--- config.mk ---
export PLATFORM = sky130hd
export DESIGN_NAME = rtc_weekly_scheduler
export DESIGN_NICKNAME = d
export VERILOG_FILES = /design/src/logic/rtc_sched_pkg.sv /design/src/logic/rtc_weekly_scheduler.sv /design/src/logic/period_match.sv
export SDC_FILE = /design/constraint.sdc
export NUM_CORES = 2
export LEC_CHECK = 0
export BUFFER_PORTS_ARGS = -buffer_cell sky130_fd_sc_hd__buf_2
export CELL_PAD_IN_SITES_DETAIL_PLACEMENT = 0
export CELL_PAD_IN_SITES_GLOBAL_PLACEMENT = 1
export CORE_MARGIN = 5
export CORE_UTILIZATION = 50
export CTS_CLUSTER_DIAMETER = 100
export DETAILED_ROUTE_END_ITERATION = 12
export HOLD_SLACK_MARGIN = 0.12
export PLACE_DENSITY_LB_ADDON = 0.1
export REMOVE_ABC_BUFFERS = 1
export SLEW_MARGIN = 40
export SYNTH_ARGS = -nofsm -noshare
export SYNTH_HDL_FRONTEND = slang
export SYNTH_SLANG_ARGS = --single-unit
--- constraint.sdc ---
create_clock -name clk_sys -period 8.51 [get_ports clk_sys]
set_input_delay 0.851 -clock clk_sys [delete_from_list [all_inputs] [get_ports clk_sys]]
set_output_delay 0.851 -clock clk_sys [all_outputs]
set_load 0.01 [all_outputs]
--- src/logic/rtc_sched_pkg.sv ---
// Purpose: Shared constants and helpers for the weekly schedule clock.
// Assumes: 10 MHz system clock, APB register access with 32-bit data.
// Notes: Register byte address is four times the index below.
package rtc_sched_pkg;

  // ----------------------------------------
  // Timing
  // ----------------------------------------
  localparam int unsigned CLK_PERIOD_NS = 100;
  localparam int unsigned SECOND_NS = 1000000000;
  localparam int unsigned SECOND_CYCLES = SECOND_NS / CLK_PERIOD_NS;

  // ----------------------------------------
  // Register indices
  // ----------------------------------------
  localparam logic [4:0] IDX_FUNC = 5'h00;
  localparam logic [4:0] IDX_TIME_BASE = 5'h01;
  localparam logic [4:0] IDX_DAY_BASE = 5'h09;
  localparam logic [4:0] IDX_OFF_SEL = 5'h11;
  localparam logic [4:0] IDX_OFF_DUR = 5'h12;
  localparam logic [4:0] IDX_MASK_BASE = 5'h13;
  localparam logic [4:0] IDX_SPEED = 5'h17;
  localparam logic [4:0] IDX_DIR = 5'h18;
  localparam logic [4:0] IDX_DISPLAY = 5'h19;
  localparam logic [4:0] IDX_RELAY = 5'h1A;
  localparam logic [4:0] IDX_DATE_SET = 5'h1B;
  localparam logic [4:0] IDX_TIME_SET = 5'h1C;
  localparam logic [4:0] IDX_DATE_MON = 5'h1D;
  localparam logic [4:0] IDX_TIME_MON = 5'h1E;
  localparam logic [4:0] IDX_STATUS = 5'h1F;
  localparam int unsigned CFG_COUNT = 27;

  // ----------------------------------------
  // Setting encodings
  // ----------------------------------------
  localparam logic [1:0] SEL_OFF = 2'h0;
  localparam logic [1:0] SEL_ON = 2'h1;
  localparam logic [1:0] SEL_DI = 2'h2;
  localparam logic [2:0] SPEED_OFF = 3'h0;
  localparam logic [2:0] SPEED_COMBINED = 3'h5;
  localparam logic [4:0] MASK_MAX = 5'h1F;

  // ----------------------------------------
  // Field limits and reset values
  // ----------------------------------------
  localparam logic [7:0] HOUR_MAX = 8'h17;
  localparam logic [7:0] MINUTE_MAX = 8'h3B;
  localparam logic [5:0] SECOND_MAX = 6'h3B;
  localparam logic [2:0] WDAY_MIN = 3'h1;
  localparam logic [2:0] WDAY_MAX = 3'h7;
  localparam logic [6:0] YEAR_MIN = 7'h0C;
  localparam logic [6:0] YEAR_MAX = 7'h63;
  localparam logic [3:0] MONTH_MAX = 4'hC;
  localparam logic [15:0] RST_CFG = 16'h0000;
  localparam logic [15:0] RST_DAY_CFG = 16'h0001;
  localparam logic [6:0] RST_YEAR = 7'h0C;
  localparam logic [3:0] RST_MONTH = 4'h1;
  localparam logic [4:0] RST_DATE = 5'h01;
  localparam logic [2:0] RST_WDAY = 3'h7;

  // Converts an hour:minute setting into minutes since midnight.
  function automatic logic [10:0] minute_of_day(input logic [15:0] t);
    return 11'(t[15:8]) * 11'h03C + 11'(t[7:0]);
  endfunction : minute_of_day

  // Number of days in a month; every year of the range divisible by four is a leap year.
  function automatic logic [4:0] days_in_month(input logic [6:0] year, input logic [3:0] month);
    case (month)
      4'h2: days_in_month = (year[1:0] == 2'h0) ? 5'h1D : 5'h1C;
      4'h4, 4'h6, 4'h9, 4'hB: days_in_month = 5'h1E;
      default: days_in_month = 5'h1F;
    endcase
  endfunction : days_in_month

endpackage : rtc_sched_pkg

--- src/logic/rtc_weekly_scheduler.sv ---
// Purpose: Calendar clock with four weekly periods, offset window, four timers, relays and speed select.
// Assumes: APB slave, one clock, pins keypad_present and digital_input_line are asynchronous.
// Notes: Register index times four gives the byte address.
//
// Added by the designer: the placing of the registers and register access over APB.
`timescale 1ns/1ps
module rtc_weekly_scheduler #(
  parameter int unsigned SECOND_CYCLES = rtc_sched_pkg::SECOND_CYCLES
) (
  // Clock, enable and reset
  input wire logic clk_sys,
  input wire logic nrst,
  input wire logic ce,
  // APB slave
  input wire logic psel,
  input wire logic penable,
  input wire logic pwrite,
  input wire logic [7:0] paddr,
  input wire logic [31:0] pwdata,
  output logic [31:0] prdata,
  output logic pready,
  output logic pslverr,
  // Pins
  input wire logic keypad_present,
  input wire logic digital_input_line,
  // Schedule outputs
  output logic [3:0] timer_active_q,
  output logic [3:0] relay_q,
  output logic run_cmd_q,
  output logic reverse_q,
  output logic [1:0] speed_stage_q,
  output logic clock_display_q
);

  // ----------------------------------------
  // Synchronisers
  // ----------------------------------------
  logic [1:0] keypad_sync_q;
  logic [1:0] di_sync_q;
  logic di_prev_q;

  always_ff @(posedge clk_sys or negedge nrst) begin
    if (!nrst) begin
      keypad_sync_q <= 2'h0;
      di_sync_q <= 2'h0;
      di_prev_q <= 1'b0;
    end else if (ce) begin
      keypad_sync_q <= {keypad_sync_q[0], keypad_present};
      di_sync_q <= {di_sync_q[0], digital_input_line};
      di_prev_q <= di_sync_q[1];
    end
  end

  wire logic keypad_ok = keypad_sync_q[1];
  wire logic di_level = di_sync_q[1];
  wire logic di_rise = di_level & ~di_prev_q;

  // ----------------------------------------
  // Configuration store
  // ----------------------------------------
  logic [15:0] cfg_q [rtc_sched_pkg::CFG_COUNT];

  wire logic [1:0] func_sel = cfg_q[rtc_sched_pkg::IDX_FUNC][1:0];
  wire logic [1:0] off_sel = cfg_q[rtc_sched_pkg::IDX_OFF_SEL][1:0];
  wire logic [10:0] off_len = rtc_sched_pkg::minute_of_day(cfg_q[rtc_sched_pkg::IDX_OFF_DUR]);
  wire logic [2:0] speed_sel = cfg_q[rtc_sched_pkg::IDX_SPEED][2:0];
  wire logic [3:0] dir_bits = cfg_q[rtc_sched_pkg::IDX_DIR][3:0];
  wire logic [7:0] relay_sel = cfg_q[rtc_sched_pkg::IDX_RELAY][7:0];

  // ----------------------------------------
  // Calendar
  // ----------------------------------------
  logic [31:0] presc_q;
  logic [5:0] sec_q;
  logic [7:0] min_q;
  logic [7:0] hour_q;
  logic [4:0] date_q;
  logic [3:0] month_q;
  logic [6:0] year_q;
  logic [2:0] wday_q;

  wire logic sec_tick = (presc_q == SECOND_CYCLES - 1);
  wire logic min_tick = sec_tick && (sec_q == rtc_sched_pkg::SECOND_MAX);
  wire logic hour_tick = min_tick && (min_q == rtc_sched_pkg::MINUTE_MAX);
  wire logic day_tick = hour_tick && (hour_q == rtc_sched_pkg::HOUR_MAX);
  wire logic month_tick = day_tick && (date_q == rtc_sched_pkg::days_in_month(year_q, month_q));
  wire logic year_tick = month_tick && (month_q == rtc_sched_pkg::MONTH_MAX);
  wire logic [10:0] now_minute = rtc_sched_pkg::minute_of_day({hour_q, min_q});

  // ----------------------------------------
  // APB decode
  // ----------------------------------------
  logic [31:0] prdata_q;
  logic pready_q;
  logic pslverr_q;

  wire logic [4:0] idx = paddr[6:2];
  wire logic addr_ok = (paddr[1:0] == 2'h0) && !paddr[7];
  wire logic is_mon = (idx >= rtc_sched_pkg::IDX_DATE_MON);
  wire logic setup = psel && !penable;
  wire logic commit = psel && penable && pready_q && !pslverr_q;
  wire logic do_write = commit && pwrite;
  wire logic cfg_write = do_write && (idx < rtc_sched_pkg::IDX_DATE_SET);
  wire logic date_load = do_write && (idx == rtc_sched_pkg::IDX_DATE_SET);
  wire logic time_load = do_write && (idx == rtc_sched_pkg::IDX_TIME_SET);

  // Checks a written value against the documented range of its setting.
  function automatic logic time_ok(input logic [31:0] d);
    return (d[31:16] == 16'h0000) && (d[15:8] <= rtc_sched_pkg::HOUR_MAX) && (d[7:0] <= rtc_sched_pkg::MINUTE_MAX);
  endfunction : time_ok

  function automatic logic value_ok(input logic [4:0] i, input logic [31:0] d);
    logic [6:0] y;
    logic [3:0] m;
    logic [4:0] dd;
    logic [2:0] w;
    y = d[15:9];
    m = d[8:5];
    dd = d[4:0];
    w = d[18:16];
    if (i == rtc_sched_pkg::IDX_FUNC || i == rtc_sched_pkg::IDX_OFF_SEL) begin
      value_ok = (d <= 32'(rtc_sched_pkg::SEL_DI));
    end else if (i >= rtc_sched_pkg::IDX_TIME_BASE && i < rtc_sched_pkg::IDX_DAY_BASE) begin
      value_ok = time_ok(d);
    end else if (i >= rtc_sched_pkg::IDX_DAY_BASE && i < rtc_sched_pkg::IDX_OFF_SEL) begin
      value_ok = (d >= 32'(rtc_sched_pkg::WDAY_MIN)) && (d <= 32'(rtc_sched_pkg::WDAY_MAX));
    end else if (i == rtc_sched_pkg::IDX_OFF_DUR || i == rtc_sched_pkg::IDX_TIME_SET) begin
      value_ok = time_ok(d);
    end else if (i >= rtc_sched_pkg::IDX_MASK_BASE && i < rtc_sched_pkg::IDX_SPEED) begin
      value_ok = (d <= 32'(rtc_sched_pkg::MASK_MAX));
    end else if (i == rtc_sched_pkg::IDX_SPEED) begin
      value_ok = (d <= 32'(rtc_sched_pkg::SPEED_COMBINED));
    end else if (i == rtc_sched_pkg::IDX_DIR) begin
      value_ok = (d <= 32'h0000000F);
    end else if (i == rtc_sched_pkg::IDX_DISPLAY) begin
      value_ok = (d <= 32'h00000001);
    end else if (i == rtc_sched_pkg::IDX_RELAY) begin
      value_ok = (d <= 32'h000000FF);
    end else if (i == rtc_sched_pkg::IDX_DATE_SET) begin
      value_ok = (d[31:19] == 13'h0000) && (y >= rtc_sched_pkg::YEAR_MIN) && (y <= rtc_sched_pkg::YEAR_MAX)
                 && (m != 4'h0) && (m <= rtc_sched_pkg::MONTH_MAX) && (dd != 5'h00)
                 && (dd <= rtc_sched_pkg::days_in_month(y, m))
                 && (w >= rtc_sched_pkg::WDAY_MIN);
    end else begin
      value_ok = 1'b0;
    end
  endfunction : value_ok

  wire logic req_ok = addr_ok && (pwrite ? value_ok(idx, pwdata) : 1'b1);

  // ----------------------------------------
  // Register file
  // ----------------------------------------
  always_ff @(posedge clk_sys or negedge nrst) begin
    if (!nrst) begin
      for (int i = 0; i < rtc_sched_pkg::CFG_COUNT; i++) begin
        cfg_q[i] <= (i >= int'(rtc_sched_pkg::IDX_DAY_BASE) && i < int'(rtc_sched_pkg::IDX_OFF_SEL))
                    ? rtc_sched_pkg::RST_DAY_CFG : rtc_sched_pkg::RST_CFG;
      end
    end else if (ce && cfg_write) begin
      cfg_q[idx] <= pwdata[15:0];
    end
  end

  // ----------------------------------------
  // Calendar counter
  // ----------------------------------------
  always_ff @(posedge clk_sys or negedge nrst) begin
    if (!nrst) begin
      presc_q <= 32'h00000000;
      sec_q <= 6'h00;
      min_q <= 8'h00;
      hour_q <= 8'h00;
    end else if (ce) begin
      if (time_load) begin
        presc_q <= 32'h00000000;
        sec_q <= 6'h00;
        min_q <= pwdata[7:0];
        hour_q <= pwdata[15:8];
      end else begin
        // Counting runs regardless of the display setting.
        presc_q <= sec_tick ? 32'h00000000 : presc_q + 32'h00000001;
        if (sec_tick) begin
          sec_q <= min_tick ? 6'h00 : sec_q + 6'h01;
        end
        if (min_tick) begin
          min_q <= hour_tick ? 8'h00 : min_q + 8'h01;
        end
        if (hour_tick) begin
          hour_q <= day_tick ? 8'h00 : hour_q + 8'h01;
        end
      end
    end
  end

  always_ff @(posedge clk_sys or negedge nrst) begin
    if (!nrst) begin
      date_q <= rtc_sched_pkg::RST_DATE;
      month_q <= rtc_sched_pkg::RST_MONTH;
      year_q <= rtc_sched_pkg::RST_YEAR;
      wday_q <= rtc_sched_pkg::RST_WDAY;
    end else if (ce) begin
      if (date_load) begin
        date_q <= pwdata[4:0];
        month_q <= pwdata[8:5];
        year_q <= pwdata[15:9];
        wday_q <= pwdata[18:16];
      end else if (day_tick) begin
        wday_q <= (wday_q == rtc_sched_pkg::WDAY_MAX) ? rtc_sched_pkg::WDAY_MIN : wday_q + 3'h1;
        date_q <= month_tick ? 5'h01 : date_q + 5'h01;
        if (month_tick) begin
          month_q <= year_tick ? 4'h1 : month_q + 4'h1;
        end
        if (year_tick) begin
          year_q <= (year_q == rtc_sched_pkg::YEAR_MAX) ? rtc_sched_pkg::YEAR_MIN : year_q + 7'h01;
        end
      end
    end
  end

  // ----------------------------------------
  // Periods
  // ----------------------------------------
  logic [3:0] period_active;

  for (genvar p = 0; p < 4; p++) begin : g_period
    period_match u_period (
      .clk_sys(clk_sys),
      .nrst(nrst),
      .ce(ce),
      .start_time(cfg_q[32'(rtc_sched_pkg::IDX_TIME_BASE) + 2 * p]),
      .stop_time(cfg_q[32'(rtc_sched_pkg::IDX_TIME_BASE) + 2 * p + 1]),
      .start_day(cfg_q[32'(rtc_sched_pkg::IDX_DAY_BASE) + 2 * p][2:0]),
      .stop_day(cfg_q[32'(rtc_sched_pkg::IDX_DAY_BASE) + 2 * p + 1][2:0]),
      .now_minute(now_minute),
      .now_day(wday_q),
      .active_q(period_active[p])
    );
  end

  // ----------------------------------------
  // Schedule gate and offset window
  // ----------------------------------------
  logic off_on_q;
  logic [10:0] off_left_q;

  wire logic gate_sel = (func_sel == rtc_sched_pkg::SEL_ON) || (func_sel == rtc_sched_pkg::SEL_DI && di_level);
  wire logic sched_en = keypad_ok && gate_sel;
  wire logic off_enabled = (off_sel == rtc_sched_pkg::SEL_ON);
  wire logic off_start = (off_enabled && !off_on_q) || (off_sel == rtc_sched_pkg::SEL_DI && di_rise);
  wire logic off_active = (off_left_q != 11'h000);

  always_ff @(posedge clk_sys or negedge nrst) begin
    if (!nrst) begin
      off_on_q <= 1'b0;
      off_left_q <= 11'h000;
    end else if (ce) begin
      off_on_q <= off_enabled;
      if (!sched_en || off_sel == rtc_sched_pkg::SEL_OFF) begin
        off_left_q <= 11'h000;
      end else if (off_start) begin
        off_left_q <= off_len;
      end else if (min_tick && off_active) begin
        off_left_q <= off_left_q - 11'h001;
      end
    end
  end

  // ----------------------------------------
  // Timers, relays and speed
  // ----------------------------------------
  wire logic [4:0] sources = {off_active, period_active};
  logic [3:0] timer_d;

  always_comb begin
    for (int t = 0; t < 4; t++) begin
      // Masks are independent, so periods may be shared freely between timers.
      timer_d[t] = sched_en && ((cfg_q[32'(rtc_sched_pkg::IDX_MASK_BASE) + t][4:0] & sources) != 5'h00);
    end
  end

  logic [3:0] relay_d;

  always_comb begin
    for (int r = 0; r < 4; r++) begin
      relay_d[r] = timer_active_q[relay_sel[2 * r +: 2]];
    end
  end

  wire logic combined = (speed_sel == rtc_sched_pkg::SPEED_COMBINED);
  wire logic [1:0] single_slot = 2'(speed_sel - 3'h1);
  wire logic [1:0] combo_stage = {timer_active_q[1], timer_active_q[0]};
  wire logic run_d = sched_en && (combined || (speed_sel != rtc_sched_pkg::SPEED_OFF
                                               && timer_active_q[single_slot]));
  wire logic [1:0] stage_d = combined ? combo_stage : 2'h0;
  wire logic reverse_d = combined ? dir_bits[combo_stage] : dir_bits[single_slot];

  always_ff @(posedge clk_sys or negedge nrst) begin
    if (!nrst) begin
      timer_active_q <= 4'h0;
      relay_q <= 4'h0;
      run_cmd_q <= 1'b0;
      reverse_q <= 1'b0;
      speed_stage_q <= 2'h0;
      clock_display_q <= 1'b0;
    end else if (ce) begin
      timer_active_q <= timer_d;
      relay_q <= relay_d;
      run_cmd_q <= run_d;
      reverse_q <= run_d && reverse_d;
      speed_stage_q <= run_d ? stage_d : 2'h0;
      clock_display_q <= cfg_q[rtc_sched_pkg::IDX_DISPLAY][0];
    end
  end

  // ----------------------------------------
  // Read mux and APB answer
  // ----------------------------------------
  wire logic [31:0] date_mon = {13'h0000, wday_q, year_q, month_q, date_q};
  wire logic [31:0] time_mon = {8'h00, hour_q, min_q, 2'h0, sec_q};
  wire logic [31:0] status = {20'h00000, keypad_ok, di_level, sched_en, off_active, period_active, timer_active_q};
  wire logic [31:0] read_d = (idx == rtc_sched_pkg::IDX_DATE_MON) ? date_mon
                           : (idx == rtc_sched_pkg::IDX_TIME_MON) ? time_mon
                           : (idx == rtc_sched_pkg::IDX_STATUS) ? status
                           : (idx < rtc_sched_pkg::IDX_DATE_SET) ? {16'h0000, cfg_q[idx]}
                           : 32'h00000000;
  wire logic err_d = !req_ok || (pwrite && is_mon);

  always_ff @(posedge clk_sys or negedge nrst) begin
    if (!nrst) begin
      prdata_q <= 32'h00000000;
      pready_q <= 1'b0;
      pslverr_q <= 1'b0;
    end else if (ce) begin
      pready_q <= setup;
      pslverr_q <= setup && err_d;
      prdata_q <= (setup && !pwrite && !err_d) ? read_d : 32'h00000000;
    end
  end

  assign prdata = prdata_q;
  assign pready = pready_q;
  assign pslverr = pslverr_q;

endmodule : rtc_weekly_scheduler

--- src/logic/period_match.sv ---
// Purpose: Decides whether one weekly time period is active.
// Assumes: Settings are already range-checked by the register file.
// Notes: Ranges that run past Sunday or past midnight wrap around.
`timescale 1ns/1ps
module period_match (
  // Clock and reset
  input wire logic clk_sys,
  input wire logic nrst,
  input wire logic ce,
  // Period settings
  input wire logic [15:0] start_time,
  input wire logic [15:0] stop_time,
  input wire logic [2:0] start_day,
  input wire logic [2:0] stop_day,
  // Current calendar
  input wire logic [10:0] now_minute,
  input wire logic [2:0] now_day,
  // Result
  output logic active_q
);

  wire logic [10:0] t_start = rtc_sched_pkg::minute_of_day(start_time);
  wire logic [10:0] t_stop = rtc_sched_pkg::minute_of_day(stop_time);
  wire logic switched_off = (start_time == stop_time);
  wire logic day_in = (start_day <= stop_day) ? (now_day >= start_day && now_day <= stop_day)
                                              : (now_day >= start_day || now_day <= stop_day);
  // The stop minute itself still counts as active.
  wire logic time_in = (t_start <= t_stop) ? (now_minute >= t_start && now_minute <= t_stop)
                                           : (now_minute >= t_start || now_minute <= t_stop);
  wire logic active_d = ~switched_off & day_in & time_in;

  always_ff @(posedge clk_sys or negedge nrst) begin
    if (!nrst) begin
      active_q <= 1'b0;
    end else if (ce) begin
      active_q <= active_d;
    end
  end

endmodule : period_match

==> impl_metrics.csv <==
group,metric,value,unit
sta,period_needed,5.53,ns
sta,fmax,0.181,GHz
power_and_ir_drop,power_density,179,nW/um2
power_and_ir_drop,irDropWorstVdd,170,uV
clocking,root_buffer,"clkbuf_16",
grt,grt_pass1_vias,31169,
synthesis,synth_cell_types,86,
sta,timing.hold.ws,0.147,ns
routing,drt_iter0_drc,2753,
setup_path,worstSetupPathType,"register to register",
sta,setup_slack,2.98,ns
setup_path,worstSetupEndpointType,"register",
sta,slew_violations,0,
synthesis,syn_inst,3799,
synthesis,synth_seq_cells,565,
floorplan,initial_core_util,0.506,
setup_path,cp_max_fo,9,
setup_path,rr_worst_depth,22,
clocking,clockBufferDepth,3,
routing,wirelength,130000,um
clocking,tritoncts,"done",
floorplan,die_area,86000,um2
synthesis,syn-cell-area,40100,um2
sta,slew_headroom,0.395,
clocking,cts_made_buffers,70,
clocking,clock_sinks,565,
clocking,cts.clk_slew.worst_paths,0.06,ns
floorplan,row_count,103,
synthesis,synth_ff_type,"dfrtp_1",
setup_path,cp_data_required_time,9.07,ns
grt,grt_max_degree,81,
routing,antenna_left,0,
synthesis,seq_area_frac_synth,0.353,
floorplan,ios,95,
final_layout,area_growth,10.2,%
grt,gr-usage-all-layers,0.301,
grt,grt_overflow_total,0,
setup_path,cp.arrival,6.09,ns
synthesis,synth-edff-count,0,
power_and_ir_drop,p_leak,21.2,nW
setup_path,start_kind,"register",
routing,drc_errors,0,
worst_hold_path,holdCritPathClass,"input pin to async pin",
sta,tightest_slew,0.907,ns
sta,setup_viol,0,
placement,place_ws,3.04,ns
clocking,cts_resized,0,
floorplan,die_y,293,um
clocking,ctsHtreeMaxLevel,3,
setup_path,rrSetupSlack,2.98,ns
clocking,cts_setup_buffers,0,
sta,rsz0062_at_grt,"false",
final_layout,drive_gt1_frac,0.198,
floorplan,die_w,293,um
final_layout,final_common_cell,"dfrtp_1",
setup_path,r2r_end,"g_period[0].u_period.active_q",
sta,fin_crit_sh,0.650,
final_layout,fin_nets,4351,
grt,antenna_found_initial,4,
placement,dp_hpwl,93500,um
synthesis,yosysWarningCount,0,
synthesis,syn_area_per_cell,10.6,um2
placement,port_buffers,86,
clocking,cts_hold_buf,0,
setup_path,rr_startpoint,"hour_q[0]",
floorplan,core-area,79300,um2
placement,gp_congestion,0.944,
synthesis,async_flop_share,1.00,
clocking,clkLatencyLatePin,0.64,ns
routing,dr.pass1.iters,8,
run,drv_cap,0,
run_status,outcome,"completed",
sta,worst_clock_skew,0.0406,ns
sta,finalHoldViolations,0,
power_and_ir_drop,finalPower,0.00791,W
grt,grt_pass1_wl,199000,um
sta,fin_tns_setup,0,ns
routing,viasPerCell,6.18,
routing,wl_per_cell,26.3,um
final_layout,final_cell_mix,"dfrtp_1 (549), mux2_2 (354), inv_1 (353)",
routing,vias,30630,
[power by group]
group	internal (W)	switching [W]
clock network	0.00185	0.00127
logic	0.000782	0.00115
registers	0.00275	0.000107
total	0.00538	0.00253
[sequential cells by signal, summed over array words and instances (netlist names), 2 cells and up]
register and count:
keypad_sync_q 2, min_q 8, prdata 24, relay_q 4, speed_stage_q 2, month_q 4
hour_q 8, timer_active_q 4, off_left_q 11, wday_q 3, sec_q 6, date_q 5
cfg_q 432, g_period.u_period.active_q 4, presc_q 32, year_q 7, di_sync_q 2
[metal layers]
metal  up-vias  global-route usage  part of all wire
li1      13608                   -                 -
met1     15616               0.422              0.43
met2      1164               0.461              0.44
met3       242              0.0706             0.083
met4         0               0.114             0.041
met5         -                   0                 0
[worst max path at each step]
stage / startpoint / to / slack (ns) / cells past startpoint
2_1_floorplan: hour_q[0] / g_period[0].u_period.active_q / 3.34 / 21
3_3_place_gp: hour_q[0] / g_period[1].u_period.active_q / 3.07 / 22
3_5_place_dp: hour_q[0] / g_period[0].u_period.active_q / 3.04 / 22
4_1_cts: hour_q[0] / g_period[0].u_period.active_q / 2.99 / 22
5_1_grt: hour_q[0] / g_period[0].u_period.active_q / 2.51 / 22
6_report: hour_q[0] / g_period[0].u_period.active_q / 2.98 / 22
[per-stage QoR]
stage	util	cells	area [um2]
5_1_grt	0.558	4958	44200
3_5_place_dp	0.527	4827	41700
6_report	0.558	4960	44200
4_1_cts	0.557	4957	44100
2_1_floorplan	-	3628	39400
3_3_place_gp	0.525	4826	41600
[critical path: stages (launching register included)]
cell	delay (ns)
dfrtp_1	0.50
fa_1	0.60
inv_1	0.06
fa_1	0.52
inv_1	0.05
ha_1	0.28
a21o_1	0.17
a21oi_1	0.16
xnor2_1	0.18
ha_1	0.29
o211ai_1	0.09
a21oi_1	0.06
a211oi_1	0.31
xor2_1	0.18
buf_4	0.25
ha_1	0.28
a21o_1	0.18
a21oi_1	0.21
or3b_2	0.45
o21ai_0	0.23
nor2_1	0.07
a31oi_1	0.15
o22a_1	0.16
[cell usage after synthesis, types with 8 or more instances]
cell type  count  area share
buf_4          8      0.0015
nand2b_1      30      0.0047
nor2_1       160       0.015
buf_2         42      0.0052
nand3_1       68      0.0085
and3_1        17      0.0027
nor2b_1       56      0.0087
dfrtp_1      550        0.34
a21oi_1      170       0.021
and2_1        15      0.0023
o21ai_0      267       0.033
ha_1         333        0.10
o22ai_1       11      0.0017
nor3b_1       14      0.0026
o2bb2ai_1     12      0.0026
dfstp_2       15      0.0098
a31oi_1       26      0.0041
mux4_2       106       0.060
o31ai_1        8      0.0015
fa_1         120       0.060
inv_1        353       0.033
o21ai_1        8      0.0010
o21bai_1       8      0.0015
a22o_1        11      0.0024
xor2_1        94       0.021
nor4_1        24      0.0037
mux2i_1       26      0.0065
buf_1         11      0.0010
a211oi_1      25      0.0047
nand4_1       32      0.0050
mux2_2       354       0.099
a221oi_1       8      0.0017
a22oi_1       30      0.0056
or3_1         15      0.0023
o211ai_1      14      0.0026
o221ai_1       9      0.0020
a21o_1        48      0.0090
nand2_1      231       0.022
nor3_1        51      0.0064
clkbuf_1     117       0.011
xnor2_1      125       0.027
o21a_1        33      0.0062
[layout make-up]
cell class	count	area, um2
Clock inverter	25	388
Antenna cell	2	5.00
Clock buffer	105	2020
Sequential cell	565	14200
Multi-Input combinational cell	2708	24000
Tap cell	1050	1310
Fill cell	6869	35100
Inverter	355	1330
Timing Repair Buffer	150	993
[kinds of logic after synthesis]
logic type | Yosys count | share of synthesized area
simple gates | 761 | 0.0933
fa+ha+maj | 457 | 0.165
flops | 565 | 0.353
mux | 486 | 0.165
compound gates | 772 | 0.121
buf+inv | 533 | 0.0519
other cells | 1 | 0.0000935
xor+xnor | 224 | 0.0506
Power figures use the tool's default switching activity.
